<file path="src/usp_params.svh">
// Constants for the user sense and enable port
`ifndef USP_PARAMS_SVH
`define USP_PARAMS_SVH

`define USP_ADDR_W        5
`define USP_DATA_W        8
`define USP_UDR_ADDR      5'h17
`define USP_UDR_RESET     8'h00
`define USP_RDATA_IDLE    8'h00
`define USP_BIT_EN2       6
`define USP_BIT_SENSE2    4
`define USP_BIT_EN1       3
`define USP_BIT_EN0       2
`define USP_CLK_MHZ       200
`define USP_SENSE_MIN_NS  1000
`define USP_NS_PER_US     1000
`define USP_SENSE_MIN_CYC ((`USP_SENSE_MIN_NS * `USP_CLK_MHZ + `USP_NS_PER_US - 1) / `USP_NS_PER_US)
`define USP_CNT_W         12
`define USP_DUAL_PATH     1

`endif

</file>
<file path="src/usp_pkg.sv">
// Types and helpers for the user sense and enable port
`include "usp_params.svh"

package usp_pkg;

	typedef struct packed {
		logic res7;
		logic en2;
		logic res5;
		logic sense2;
		logic en1;
		logic en0;
		logic sense1;
		logic sense0;
	} usp_udr_t;

	typedef struct packed {
		logic                   wr;
		logic                   rd;
		logic [`USP_ADDR_W-1:0] addr;
		logic [`USP_DATA_W-1:0] wdata;
	} usp_req_t;

	function automatic logic usp_hit(input logic [`USP_ADDR_W-1:0] addr,
	                                 input logic [`USP_ADDR_W-1:0] offset);
		usp_hit = (addr == offset);
	endfunction

endpackage

</file>
<file path="src/usp_sync.sv">
// Two flip-flop synchroniser for one pin level
`timescale 1ns/1ps

module usp_sync
	import usp_pkg::*;
(
	input  wire logic core_clk,
	input  wire logic rstn,
	input  wire logic async_in,
	output logic      sync_out
);

	logic stage1;

	// Stage one feeds only stage two
	always_ff @(posedge core_clk or negedge rstn)
	begin
		if (!rstn)
		begin
			stage1   <= 1'b0;
			sync_out <= 1'b0;
		end
		else
		begin
			stage1   <= async_in;
			sync_out <= stage1;
		end
	end

endmodule // usp_sync

</file>
<file path="src/usp_qualify.sv">
// Minimum high-time qualifier for a synchronised sense level
`timescale 1ns/1ps
`include "usp_params.svh"

module usp_qualify
	import usp_pkg::*;
#(
	parameter int unsigned MIN_CYC = 1
)
(
	input  wire logic core_clk,
	input  wire logic rstn,
	input  wire logic level,
	output logic      qualified
);

	// Count sits at LAST_C in the last required high cycle, so exactly MIN_CYC cycles qualify
	localparam logic [`USP_CNT_W-1:0] LAST_C = `USP_CNT_W'(MIN_CYC - 1);

	logic [`USP_CNT_W-1:0] count;
	logic [`USP_CNT_W-1:0] next_count;
	wire                   at_min;

	// Saturates so a long assertion never wraps and re-arms
	assign at_min     = (count == LAST_C);
	assign next_count = !level ? '0 : (at_min ? count : count + 1'b1);
	assign qualified  = at_min & level;

	always_ff @(posedge core_clk or negedge rstn)
	begin
		if (!rstn)
			count <= '0;
		else
			count <= next_count;
	end

endmodule // usp_qualify

</file>
<file path="src/usp_user_port.sv">
// User sense and enable port with its control bus register
//
// Implementation choices: the placing of the registers and the plain strobed port.
`timescale 1ns/1ps
`include "usp_params.svh"

module usp_user_port
	import usp_pkg::*;
#(
	parameter int unsigned SENSE_MIN_CYC = `USP_SENSE_MIN_CYC,
	parameter bit          DUAL_PATH     = `USP_DUAL_PATH
)
(
	input  wire logic                   core_clk,
	input  wire logic                   rstn,
	input  wire logic [`USP_ADDR_W-1:0] reg_addr,
	input  wire logic [`USP_DATA_W-1:0] reg_wdata,
	input  wire logic                   reg_wr,
	input  wire logic                   reg_rd,
	output logic      [`USP_DATA_W-1:0] reg_rdata,
	input  wire logic                   user_sense_in_2,
	output logic                        user_enable_out_0,
	output logic                        user_enable_out_1,
	output logic                        user_enable_out_2
);

	localparam usp_udr_t UDR_RST = usp_udr_t'(`USP_UDR_RESET);

	usp_req_t req;
	usp_udr_t wr_fields;
	usp_udr_t rd_fields;

	logic user_enable_ctl_0;
	logic user_enable_ctl_1;
	logic user_enable_ctl_2;
	logic user_sense_flag_2;

	logic next_enable_ctl_0;
	logic next_enable_ctl_1;
	logic next_enable_ctl_2;
	logic next_sense_flag_2;
	logic [`USP_DATA_W-1:0] next_rdata;

	wire  sense_level;
	wire  sense_qualified;
	wire  udr_hit;
	wire  udr_write;
	wire  udr_read;
	wire  clear_request;
	wire  clear_allowed;
	wire  set_event;

	assign req.wr    = reg_wr;
	assign req.rd    = reg_rd;
	assign req.addr  = reg_addr;
	assign req.wdata = reg_wdata;

	usp_sync u_sense_sync
	(
		.core_clk (core_clk),
		.rstn     (rstn),
		.async_in (user_sense_in_2),
		.sync_out (sense_level)
	);

	usp_qualify #(
		.MIN_CYC (SENSE_MIN_CYC)
	) u_sense_qualify
	(
		.core_clk  (core_clk),
		.rstn      (rstn),
		.level     (sense_level),
		.qualified (sense_qualified)
	);

	// Register decode
	assign udr_hit   = usp_hit(req.addr, `USP_UDR_ADDR);
	assign udr_write = req.wr & udr_hit;
	assign udr_read  = req.rd & udr_hit;
	assign wr_fields = usp_udr_t'(req.wdata);

	// Enable bits; enable 2 stays low on the single-path variant
	assign next_enable_ctl_0 = udr_write ? wr_fields.en0 : user_enable_ctl_0;
	assign next_enable_ctl_1 = udr_write ? wr_fields.en1 : user_enable_ctl_1;
	assign next_enable_ctl_2 = !DUAL_PATH ? 1'b0 : (udr_write ? wr_fields.en2 : user_enable_ctl_2);

	// Writing 0 asks for a clear; it only takes while the synchronised pin is low,
	// so the event source stays visible until the outside logic drops its request
	assign clear_request = udr_write & ~wr_fields.sense2;
	assign clear_allowed = clear_request & ~sense_level;
	assign set_event     = sense_qualified & DUAL_PATH;

	// Set wins over a clear in the same cycle
	assign next_sense_flag_2 = set_event ? 1'b1 : (clear_allowed ? 1'b0 : user_sense_flag_2);

	// Read view; reserved and unused sense bits read as zero
	always_comb
	begin
		rd_fields        = UDR_RST;
		rd_fields.en0    = user_enable_ctl_0;
		rd_fields.en1    = user_enable_ctl_1;
		rd_fields.en2    = user_enable_ctl_2;
		rd_fields.sense2 = user_sense_flag_2;
	end

	// Unmapped reads answer zero; data stands for one cycle only
	assign next_rdata = udr_read ? `USP_DATA_W'(rd_fields) : `USP_RDATA_IDLE;

	// One short block per register; UDR bits reset from the register's reset word, reg_rdata from the idle value
	always_ff @(posedge core_clk or negedge rstn)
	begin
		if (!rstn)
			user_enable_ctl_0 <= UDR_RST.en0;
		else
			user_enable_ctl_0 <= next_enable_ctl_0;
	end

	always_ff @(posedge core_clk or negedge rstn)
	begin
		if (!rstn)
			user_enable_ctl_1 <= UDR_RST.en1;
		else
			user_enable_ctl_1 <= next_enable_ctl_1;
	end

	always_ff @(posedge core_clk or negedge rstn)
	begin
		if (!rstn)
			user_enable_ctl_2 <= UDR_RST.en2;
		else
			user_enable_ctl_2 <= next_enable_ctl_2;
	end

	always_ff @(posedge core_clk or negedge rstn)
	begin
		if (!rstn)
			user_sense_flag_2 <= UDR_RST.sense2;
		else
			user_sense_flag_2 <= next_sense_flag_2;
	end

	always_ff @(posedge core_clk or negedge rstn)
	begin
		if (!rstn)
			reg_rdata <= `USP_RDATA_IDLE;
		else
			reg_rdata <= next_rdata;
	end

	// Pins come straight from the control flops
	assign user_enable_out_0 = user_enable_ctl_0;
	assign user_enable_out_1 = user_enable_ctl_1;
	assign user_enable_out_2 = user_enable_ctl_2;

endmodule // usp_user_port

</file>
<file path="config.mk">
export PLATFORM = sky130hd
export DESIGN_NAME = usp_user_port
export DESIGN_NICKNAME = d
export VERILOG_FILES = /design/src/usp_pkg.sv /design/src/usp_sync.sv /design/src/usp_qualify.sv /design/src/usp_user_port.sv
export VERILOG_INCLUDE_DIRS = /design/src /design/src/src
export SDC_FILE = /design/constraint.sdc
export NUM_CORES = 1
export LEC_CHECK = 0
export BUFFER_PORTS_ARGS = -buffer_cell sky130_fd_sc_hd__buf_4
export CAP_MARGIN = 30
export CORE_AREA = 5 5 52 54
export DETAILED_ROUTE_END_ITERATION = 7
export DIE_AREA = 0 0 57 59
export PLACE_DENSITY = 0.74
export SYNTH_ARGS = -nofsm -noshare
export SYNTH_HDL_FRONTEND = slang
export SYNTH_SLANG_ARGS = --single-unit
</file>
<file path="constraint.sdc">
create_clock -name core_clk -period 4.2 [get_ports core_clk]
set_input_delay 0.63 -clock core_clk [delete_from_list [all_inputs] [get_ports core_clk]]
set_output_delay 0.63 -clock core_clk [all_outputs]
set_load 0.02 [all_outputs]
</file>
======== Word level (Yosys, flattened, before mapping) ========
Cells that the tools add are included.
operators by class
  div/mod/pow operators ................... 0
  reduce and logical (&&, ||, !) cells .... 1
  order comparisons ....................... 0
  equal/unequal tests ..................... 3
  add/sub/neg operators ................... 1
  shift operators ......................... 0
  muxes and demuxes ....................... 5
  multipliers ............................. 0
  bitwise operators ....................... 7
operators by type and width
  operator                                                           count
  12-bit 2-to-1 mux                                                  2
  12-bit by 1-bit adder with 12-bit output (second input constant)   1
  12-bit by 8-bit == test with 1-bit output (second input constant)  1
  7-bit 2-to-1 mux                                                   1
  1-bit AND                                                          5
  5-bit == test (second input constant)                              1
  1-bit 2-to-1 mux                                                   2
  2-bit != test (second input constant)                              1
  1-bit inverter                                                     2
  2-bit nonzero test                                                 1
storage, ports and cells
  ROM bits ................................ 0
  logic and storage cells ................. 25
  output and inout port bits .............. 11
  RAM bits ................................ 0
  bits of input ports ..................... 18
  memories kept ........................... 0
  flip-flop bits (word level) ............. 26
  bits in latches ......................... 0

======== Longest topological paths before layout ========
Gate-level depths: netlist of run 1.
  word-level depth ........................ 6
  mapped depth ............................ 4
  mapped depth without buffers ............ 4

======== Cells and area by module ========
From an unflattened synthesis of run 1, not the netlist that was laid out.
unflattened totals
  cells, all modules ...................... 94
  area total of the unflattened synthesis .. 1,034.7 µm²
by module, submodules not included
  module         times used  cells each  area an instance (µm²)
  usp_qualify    1           64          631.9
  usp_user_port  1           28          352.8
  usp_sync       1           2           50.0

======== Worst setup path after synthesis of run 1 ========
Ideal clock, no wire load.
  path type ............................... input to register
  start point ............................. input port reg_addr[3]
  end point ............................... register user_enable_ctl_0 (netlist: user_enable_out_0)
  cell stages on the path ................. 3
  arrival time ............................ 1.409 ns
  path slack .............................. 2.666 ns
  data required time ...................... 4.075 ns
  library setup time ...................... 0.125 ns
  path through ............................ and4b_1 -> and3_1 -> mux2_2
between the ends
  word-level cells in the longest chain between the ends .. 2
RTL lines
  item                  line                  RTL
  start, declared       usp_user_port.sv:16   input wire logic [`USP_ADDR_W-1:0] reg_addr,
  5-bit == test         usp_pkg.sv:26         usp_hit = (addr == offset);
  1-bit AND             usp_user_port.sv:78   assign udr_write = req.wr & udr_hit;
  end signal, assigned  usp_user_port.sv:113  user_enable_ctl_0 <= UDR_RST.en0;
  end signal, assigned  usp_user_port.sv:115  user_enable_ctl_0 <= next_enable_ctl_0;
  end, declared         usp_user_port.sv:33   logic user_enable_ctl_0;
No other way between the ends.
A chain may end at the register's enable or synchronous reset.

======== Final worst setup path of run 1 ========
  start point ............................. register u_sense_qualify.count[3]
  end point ............................... register user_sense_flag_2
between the ends
  word-level cells in the longest chain between the ends .. 3
  elaborated cells between the ends (all ways) .. 4
RTL lines
  item                                                    line                  RTL
  start, declared                                         usp_qualify.sv:20     logic [`USP_CNT_W-1:0] count;
  start signal, assigned                                  usp_qualify.sv:34     count <= next_count;
  12-bit by 8-bit == test with 1-bit output (*)           usp_qualify.sv:25     assign at_min = (count == LAST_C);
  1-bit AND (*)                                           usp_qualify.sv:27     assign qualified = at_min & level;
  1-bit 2-to-1 mux or 2-bit nonzero test (tied branches)  n/a
  end signal, assigned                                    usp_user_port.sv:137  user_sense_flag_2 <= UDR_RST.sense2;
  end signal, assigned                                    usp_user_port.sv:139  user_sense_flag_2 <= next_sense_flag_2;
  end, declared                                           usp_user_port.sv:36   logic user_sense_flag_2;
Every way passes the cells marked *; elsewhere a longest branch is shown, timed or not.

==> qor.txt, run 1 <==
Clk pin slew, worst setup/hold paths -> 0.11 ns
Unique masters post-synth -> 33
CTS tree -> yes
fraction of layout cells with a size suffix above 1 -> 0.259
clk_skew -> 0.00220 ns
die area -> 3360 um^2
status -> finished, final reports clean
fillers -> 207
Slew HR -> 0.559
Hold WC Path Type -> in2async
final slew viol count -> 0
sequential area share after synthesis -> 0.534
latest clock arrival within the worst-skew pair -> 0.29 ns
Startpoint Class -> register
Synth Flop Type -> dfrtp_1
# resized after CTS -> 0
ys async rst share -> 1.00
endpoints failing setup -> 0
final hold violations -> 0
gr usage total -> 0.135
Post-synth top cells -> dfrtp_1 (22), a21oi_1 (8), nand2_1 (5), nand3_1 (5), o21ai_0 (5)
largest net degree at the start of global routing -> 23
# IOs -> 29
Site Rows -> 17
number of synthesized flops with an enable pin -> 0
fin nets -> 137
RSZ-0062 raised after global routing -> no
initial antenna violation count -> 0
worst path required time -> 4.41 ns
Slowest cell on crit path -> nor4_1
Die H -> 59 um
post-synth top area share -> 0.534
R2R Path Start -> u_sense_qualify.count[3]
final worst-path cycle share -> 0.378
global-route wire length before repair -> 3570 um
area grow syn2layout -> 17.2%
post-layout min period -> 1.59 ns
DRT antenna net count -> 0
setup TNS -> 0 ns
post-synthesis register bit count -> 22
vias in the first global route -> 799
total number of vias -> 781
CTS buffer count -> 3
utilization after layout -> 0.557
Core ar. -> 2170 um^2
cells after synthesis -> 95
Worst Path Max Fanout -> 8
initial core utilization -> 0.475
worst path cell trace -> nor4_1, a31oi_1, a211oi_1
maximum buffer depth of the clock tree -> 2
peak supply drop -> 0.000213 V
Critical R2R Capture -> user_sense_flag_2
mapped cell area -> 1030 um^2
Yosys top cell by area -> dfrtp_1
flop2flop setup slack -> 2.61 ns
Crit path arrival time -> 1.79 ns
pwr dens -> 302 nW/um^2
critical path endpoint category -> register
htree depth -> 1
DP HPWL -> 1530 um
CTS sink cnt -> 22
Root Driver -> clkbuf_4
grt met2 use -> 0.225
met1 GRT Util -> 0.167
1st-iter DRT viols -> 31
CP peak stage delay -> 0.61 ns
f_max -> 0.630 GHz
# diodes -> 0
Die Wd -> 57 um
synth warn -> 0
GR peak layer -> met2
number of cells on the worst reg-to-reg path -> 3
total iterations of the first detailed-routing run -> 4
DRC errors left -> 0
Avg Cell Area, Syn -> 10.9 um^2
worst slew pin tran -> 0.652 ns
hold buffer count at cts -> 0
largest cells by area after synthesis -> dfrtp_1 (53%), a21oi_1 (3.9%), mux2_2 (3.3%)
most frequent cell after synthesis -> dfrtp_1
critical path type -> reg2reg
Port-buffer cells -> 20
vias per cell -> 5.42
met3 Use GR -> 0.0283
Routability Congestion -> 0.788
Max-cap violations -> 0
Wirelength per Cell -> 14.1 um
Overflow after GRT -> 0
Setup Buffers After CTS -> 0
Routed WL -> 2030 um
Pleak -> 0.553 nW
[cell usage in the layout, fill, tap and decap left out, types with 2 or more instances in the layout]
cell type / n
o21ai_0: 5
or3_1: 4
and3_1: 3
clkbuf_4: 3
buf_4: 20
dfrtp_1: 22
a31oi_1: 2
o31ai_1: 3
conb_1: 4
mux2_2: 3
a21oi_1: 8
nand3_1: 5
or4_1: 2
and2_1: 4
nand2_1: 5
nor2_1: 4
nor4_1: 3
[stage by stage]
step / hold WS, ns / area (um^2) / total power [mW] / std cells / worst slack [ns]
final: 0.201 / 1210 / 0.365 / 144 / 2.61
after global routing: 0.211 / 1210 / 0.382 / 144 / 2.49
after CTS: 0.188 / 1210 / 0.374 / 144 / 2.63
after detailed placement: 0.337 / 1190 / 0.280 / 141 / 2.48
after global placement: 0.338 / 1190 / 0.278 / 141 / 2.50
after floorplan: 0.331 / 1040 / 0.256 / 98 / 2.67
[logic make-up after synthesis]
family / synth area share
flip-flops: 0.534
AO/OA/AOI/OAI: 0.124
adder cells (fa/ha/maj): 0.0121
buffers and inverters: 0.0473
other: 0.00364
multiplexers: 0.0425
XOR/XNOR: 0.00850
AND/OR/NAND/NOR: 0.228
[routing by layer]
metal	vias up	share of wire
li1	387	-
met1	379	0.45
met2	13	0.49
met3	2	0.039
met4	0	0.011
met5	-	0
[how the worst max path moves through the flow]
stage,from,end,slack [ns],cells after the start
after floorplan,reg_addr[3],user_enable_out_0,2.67,3
after global placement,reg_addr[3],user_enable_out_2,2.50,4
after detailed placement,reg_addr[3],user_enable_out_1,2.48,4
after CTS,u_sense_qualify.count[0],u_sense_qualify.count[10],2.63,4
after global routing,u_sense_qualify.count[8],user_sense_flag_2,2.49,3
final,u_sense_qualify.count[3],user_sense_flag_2,2.61,3
[layout make-up]
class                   instances  area [um^2]  area share
inverters                       2         7.51     0.00621
multi-input cells              69          443       0.366
clock buffers                   3         22.5      0.0186
well taps                      28         35.0      0.0290
flip-flops and latches         22          551       0.455
repair buffers                 20          150       0.124
[sequential cells by signal, summed over array words and instances (netlist names)]
name / flops
u_sense_sync.sync_out: 1
user_sense_flag_2: 1
user_enable_out_0: 1
user_enable_out_1: 1
u_sense_qualify.count: 12
reg_rdata: 4
user_enable_out_2: 1
u_sense_sync.stage1: 1
[power breakdown]
part / internal (mW) / switching [mW] / total (mW)
logic: 0.0224 / 0.0244 / 0.0468
clock network: 0.0334 / 0.0563 / 0.0896
registers: 0.221 / 0.00785 / 0.229
[critical path: cells and delay by family (launching register included)]
kind             cells  cell delay [ns]
AND/OR/NAND/NOR      1             0.61
AO/OA/AOI/OAI        2             0.40
flip-flops           1             0.49
Note: power is estimated with default switching activity, not from simulation.
==> run 2: changes to the inputs <==
--- a/config.mk
+++ b/config.mk
@@ -8,10 +8,10 @@
 export LEC_CHECK = 0
 export BUFFER_PORTS_ARGS = -buffer_cell sky130_fd_sc_hd__buf_4
 export CAP_MARGIN = 30
-export CORE_AREA = 5 5 52 54
+export CORE_AREA = 5 5 54 56
 export DETAILED_ROUTE_END_ITERATION = 7
-export DIE_AREA = 0 0 57 59
-export PLACE_DENSITY = 0.74
+export DIE_AREA = 0 0 59 61
+export PLACE_DENSITY = 0.72
 export SYNTH_ARGS = -nofsm -noshare
 export SYNTH_HDL_FRONTEND = slang
 export SYNTH_SLANG_ARGS = --single-unit
==> constraint.sdc (replaced) <==
create_clock -name core_clk -period 1.4 [get_ports core_clk]
set_input_delay 0.21 -clock core_clk [delete_from_list [all_inputs] [get_ports core_clk]]
set_output_delay 0.21 -clock core_clk [all_outputs]
set_load 0.02 [all_outputs]
==> run 2 against run 1 <==
The run now ends with negative setup slack left. Via count up 16%. Total power grew to 3.3 times the previous value. Non-clock buffer count increased by 22. Sequential power rose to 3.0 times the previous value. Largest power group unchanged. Core utilization is 4.6 points higher. Critical path type unchanged. Count of clock-buffer cells in the layout rose by 1. Clock power increased to 3.8 times the previous value. Critical endpoint is now u_sense_qualify.count[0]. First-iteration DRC count is 16% lower. Critical path depth unchanged.
==> qor.txt, run 2 (synthesized netlist as in run 1, its figures left out) <==
Inst Count DP -> 159
initial antenna violation count -> 0
flop2flop setup slack -> -0.09 ns
worst-case setup slack after placement -> -0.109 ns
Worst Setup SP -> u_sense_qualify.count[10]
failing checks -> negative setup slack
Worst Path Max Fanout -> 3
fillers -> 218
peak supply drop -> 0.000852 V
# IOs -> 29
final worst-path cycle share -> 1.06
critical path endpoint category -> register
utilization after layout -> 0.603
worst path required time -> 1.62 ns
part of the power in combinational logic -> 0.144
maximum buffer depth of the clock tree -> 2
placed inst area -> 1310 um^2
sequential power share -> 0.574
1st-iter DRT viols -> 26
htree depth -> 1
Site Rows -> 18
Max-cap violations -> 0
DRC errors left -> 0
number of cells on the worst reg-to-reg path -> 3
Die H -> 61 um
vias in the first global route -> 931
DRT antenna net count -> 0
CTS tree -> yes
Port-buffer cells -> 20
Die Wd -> 59 um
pwr dens -> 829 nW/um^2
Root Driver -> clkbuf_4
endpoints failing setup -> 8
die area -> 3600 um^2
initial core utilization -> 0.432
Hold WS -> 0.141 ns
Routability Congestion -> 0.852
Top Registers -> u_sense_qualify.count (12), reg_rdata (4)
latest clock arrival within the worst-skew pair -> 0.30 ns
status -> finished, violations left
global-route wire length before repair -> 4100 um
Clk pin slew, worst setup/hold paths -> 0.12 ns
final slew viol count -> 0
Routed WL -> 2440 um
largest net degree at the start of global routing -> 23
clk_skew -> 0.00964 ns
Power Total -> 1.19 mW
Hold WC Path Type -> in2reg
critical path type -> reg2reg
most common cell after layout, fill and taps aside -> buf_4
CTS buffer count -> 3
Top reg by flops -> u_sense_qualify.count
P_int -> 0.910 mW
Critical R2R Capture -> u_sense_qualify.count[0]
area grow syn2layout -> 39.7%
DP HPWL -> 1740 um
# diodes -> 0
RSZ-0062 raised after global routing -> yes
Final Cell Area -> 1440 um^2
f_max -> 0.673 GHz
Core ar. -> 2390 um^2
total number of vias -> 907
setup TNS -> -0.353 ns
total iterations of the first detailed-routing run -> 4
max reg flops -> 12
Sw Pwr -> 0.285 mW
gr usage total -> 0.154
Clk pwr share -> 0.282
setup ws final -> -0.0870 ns
vias per cell -> 5.37
fraction of layout cells with a size suffix above 1 -> 0.432
Crit path arrival time -> 1.70 ns
fin nets -> 159
post-layout min period -> 1.49 ns
Final Non-Filler Cells -> 169
Pleak -> 0.669 nW
Startpoint Class -> register
critical path endpoint -> u_sense_qualify.count[0]
final hold violations -> 0
R2R Path Start -> u_sense_qualify.count[10]
Overflow after GRT -> 0
CTS sink cnt -> 22
switching part of the total -> 0.238
Wirelength per Cell -> 14.4 um
most frequent cells in the layout -> buf_4 (40), dfrtp_1 (20), a21oi_1 (8)
==> run 2: cell types whose count changed in the layout (fill, tap and decap cells not counted), moves of 2 or more <==
| cell | change |
|---|---|
| buf_4 | +20 |
| dfrtp_1 | -2 |
| dfrtp_2 | +2 |
| dlygate4sd3_1 | +2 |
| nand3_1 | -2 |
| nand3_2 | +2 |
| nor4_1 | -2 |
| nor4_2 | +2 |
==> run 2: cell type report <==
| cell class | count | area [um^2] | share of cell area |
|---|---|---|---|
| Clock buffer | 4 | 36.3 | 0.0252 |
| Multi-Input combinational cell | 69 | 485 | 0.337 |
| Inverter | 2 | 7.51 | 0.00521 |
| Sequential cell | 22 | 553 | 0.384 |
| Tap cell | 30 | 37.5 | 0.0261 |
| Timing Repair Buffer | 42 | 320 | 0.222 |
==> run 2: routing by layer <==
layer	GRT usage	vias to the layer above	share of wire
met1	0.182	436	0.41
met5	0	-	0
met2	0.271	31	0.52
met4	0.0647	0	0.019
met3	0.0319	6	0.056
li1	-	434	-
==> run 2: critical path, cell delays in order, from the launching register on <==
cell and delay, ns:
dfrtp_1 0.40, or4b_4 0.56, o31a_1 0.32, nor3_2 0.12
==> run 2: worst min-delay path by stage <==
| stage | startpoint | to | slack [ns] | depth (start not counted) |
|---|---|---|---|---|
| 2_1_floorplan | rstn | reg_rdata[2] | -0.09 | 0 |
| 3_3_place_gp | rstn | u_sense_qualify.count[0] | 0.11 | 1 |
| 3_5_place_dp | rstn | u_sense_qualify.count[7] | 0.11 | 1 |
| 4_1_cts | reg_wdata[2] | user_enable_out_0 | 0.13 | 2 |
| 5_1_grt | reg_wdata[6] | user_enable_out_2 | 0.13 | 2 |
| 6_report | reg_wdata[6] | user_enable_out_2 | 0.14 | 2 |
==> run 2: power by group through the flow <==
| stage | logic (mW) | registers (mW) | clock network (mW) |
|---|---|---|---|
| after global routing | 0.188 | 0.689 | 0.386 |
| after floorplan | 0.0544 | 0.714 | 0 |
| final | 0.172 | 0.686 | 0.336 |
| after detailed placement | 0.156 | 0.695 | 0 |
| after global placement | 0.153 | 0.693 | 0 |
| after CTS | 0.168 | 0.683 | 0.349 |
==> run 2: what timing repair did <==
item | CTS | global route
hold buffers | 2 | 0
endpoints found under the setup margin | 8 | 11
endpoints found under the hold margin | 23 | 0
pin swaps | 1 | 2
resized for setup | 6 | 4
setup buffers | 4 | 0
==> run 3: changes to the inputs <==
--- a/config.mk
+++ b/config.mk
@@ -11,6 +11,7 @@
 export CORE_AREA = 5 5 54 56
 export DETAILED_ROUTE_END_ITERATION = 7
 export DIE_AREA = 0 0 59 61
+export GPL_TIMING_DRIVEN = 0
 export PLACE_DENSITY = 0.72
 export SYNTH_ARGS = -nofsm -noshare
 export SYNTH_HDL_FRONTEND = slang
==> run 3 against run 2 <==
The run still ends with negative setup slack left. Largest power group unchanged. Sequential cell count did not move. Count of clock-buffer cells in the layout fell by 1. Critical endpoint unchanged. Clock skew barely moved. Final cell count fell by 5.9%. Largest cell class unchanged. Clock power rose by 41%. Critical path depth rose by 1. Via count fell by 6.0%. Sequential power barely moved. Non-clock buffer count fell by 10. First-iteration DRC count rose by 15%.
==> qor.txt, run 3 (synthesized netlist as in run 1, its figures left out) <==
Critical R2R Capture -> u_sense_qualify.count[0]
total iterations of the first detailed-routing run -> 4
CP Depth -> 4
area grow syn2layout -> 34.7%
Core ar. -> 2390 um^2
die area -> 3600 um^2
worst-case setup slack after placement -> -0.0995 ns
flop2flop setup slack -> -0.15 ns
Power Total -> 1.33 mW
setup TNS -> -0.318 ns
Overflow after GRT -> 0
Root Driver -> clkbuf_4
peak supply drop -> 0.000735 V
DP HPWL -> 1480 um
CTS sink cnt -> 22
most common cell after layout, fill and taps aside -> buf_4
vias per cell -> 5.36
# IOs -> 29
Port-buffer cells -> 20
max reg flops -> 12
Hold WC Path Type -> in2reg
Slowest cell on crit path -> or4_4
# diodes -> 0
final hold violations -> 0
Crit path arrival time -> 1.76 ns
status -> finished, violations left
utilization after layout -> 0.582
Max-cap violations -> 0
CTS buffer count -> 3
largest net degree at the start of global routing -> 23
clk_skew -> 0.00960 ns
1st-iter DRT viols -> 30
Top Registers -> u_sense_qualify.count (12), reg_rdata (4)
pwr dens -> 954 nW/um^2
Startpoint Class -> register
Clk pin slew, worst setup/hold paths -> 0.12 ns
DRT antenna net count -> 0
post-layout min period -> 1.55 ns
critical path type -> reg2reg
Site Rows -> 18
Worst Path Max Fanout -> 7
f_max -> 0.647 GHz
Final Cell Area -> 1390 um^2
Die H -> 61 um
htree depth -> 1
final slew viol count -> 0
Die Wd -> 59 um
critical path endpoint -> u_sense_qualify.count[0]
latest clock arrival within the worst-skew pair -> 0.30 ns
total number of vias -> 853
initial antenna violation count -> 0
Routed WL -> 2130 um
failing checks -> negative setup slack
placed inst area -> 1230 um^2
critical path endpoint category -> register
vias in the first global route -> 814
worst path cell trace -> buf_6, or4_4, o31a_1, nor3_1
fin nets -> 149
Worst Setup SP -> u_sense_qualify.count[3]
maximum buffer depth of the clock tree -> 2
RSZ-0062 raised after global routing -> yes
CP Buf/Inv Count -> 1
Top reg by flops -> u_sense_qualify.count
CP peak stage delay -> 0.55 ns
final worst-path cycle share -> 1.10
initial core utilization -> 0.432
Hold WS -> 0.134 ns
Wirelength per Cell -> 13.4 um
most frequent cells in the layout -> buf_4 (29), dfrtp_1 (18), a21oi_1 (8)
DRC errors left -> 0
fillers -> 222
Routability Congestion -> 0.818
setup ws final -> -0.146 ns
R2R Path Start -> u_sense_qualify.count[3]
CTS tree -> yes
gr usage total -> 0.127
family with the most delay on the worst path -> simple AND/OR/NAND/NOR gates
worst path required time -> 1.62 ns
number of cells on the worst reg-to-reg path -> 4
fraction of layout cells with a size suffix above 1 -> 0.388
global-route wire length before repair -> 3510 um
Final Non-Filler Cells -> 159
Inst Count DP -> 148
endpoints failing setup -> 5
Pleak -> 0.635 nW
## run 3: area by class of cell
| type | instances | area, um^2 | share of cell area |
|---|---|---|---|
| inverters | 2 | 7.51 | 0.00541 |
| clock inverters | 1 | 30.0 | 0.0216 |
| multi-input cells | 69 | 487 | 0.350 |
| plain buffers | 5 | 41.3 | 0.0297 |
| clock buffers | 3 | 22.5 | 0.0162 |
| flip-flops and latches | 22 | 556 | 0.400 |
| well taps | 30 | 37.5 | 0.0270 |
| repair buffers | 27 | 208 | 0.150 |
## run 3: power breakdown
part / switching (mW) / total (mW) / internal, mW
logic: 0.0767 / 0.162 / 0.0853
clock network: 0.185 / 0.475 / 0.289
registers: 0.0266 / 0.689 / 0.662
## run 3: worst reg2reg max path, stage by stage, from the launching register on
cell,delay (ns)
dfrtp_1,0.39
buf_6,0.14
or4_4,0.55
o31a_1,0.26
nor3_1,0.13
## run 3: how the worst min path moves through the flow
stage / startpoint / endpoint / slack (ns) / cells past startpoint
3_3_place_gp: rstn / u_sense_qualify.count[0] / 0.11 / 1
6_report: reg_wdata[6] / user_enable_out_2 / 0.13 / 2
5_1_grt: reg_wdata[6] / user_enable_out_2 / 0.12 / 2
3_5_place_dp: rstn / u_sense_qualify.count[0] / 0.11 / 1
2_1_floorplan: rstn / reg_rdata[2] / -0.09 / 0
4_1_cts: reg_wdata[6] / user_enable_out_2 / 0.13 / 2
## run 3: per-layer routing
layer	GRT usage	share of wire	vias up
met2	0.211	0.51	19
li1	-	-	416
met5	0	0	-
met1	0.167	0.43	413
met4	0.0388	0.010	0
met3	0.0255	0.047	5
## run 3: what timing repair did
action	CTS	global route
hold endpoints to repair	23	0
gates resized for setup	3	8
hold buffers	2	0
pin swaps	1	0
setup endpoints to repair	9	10
setup buffers	2	3
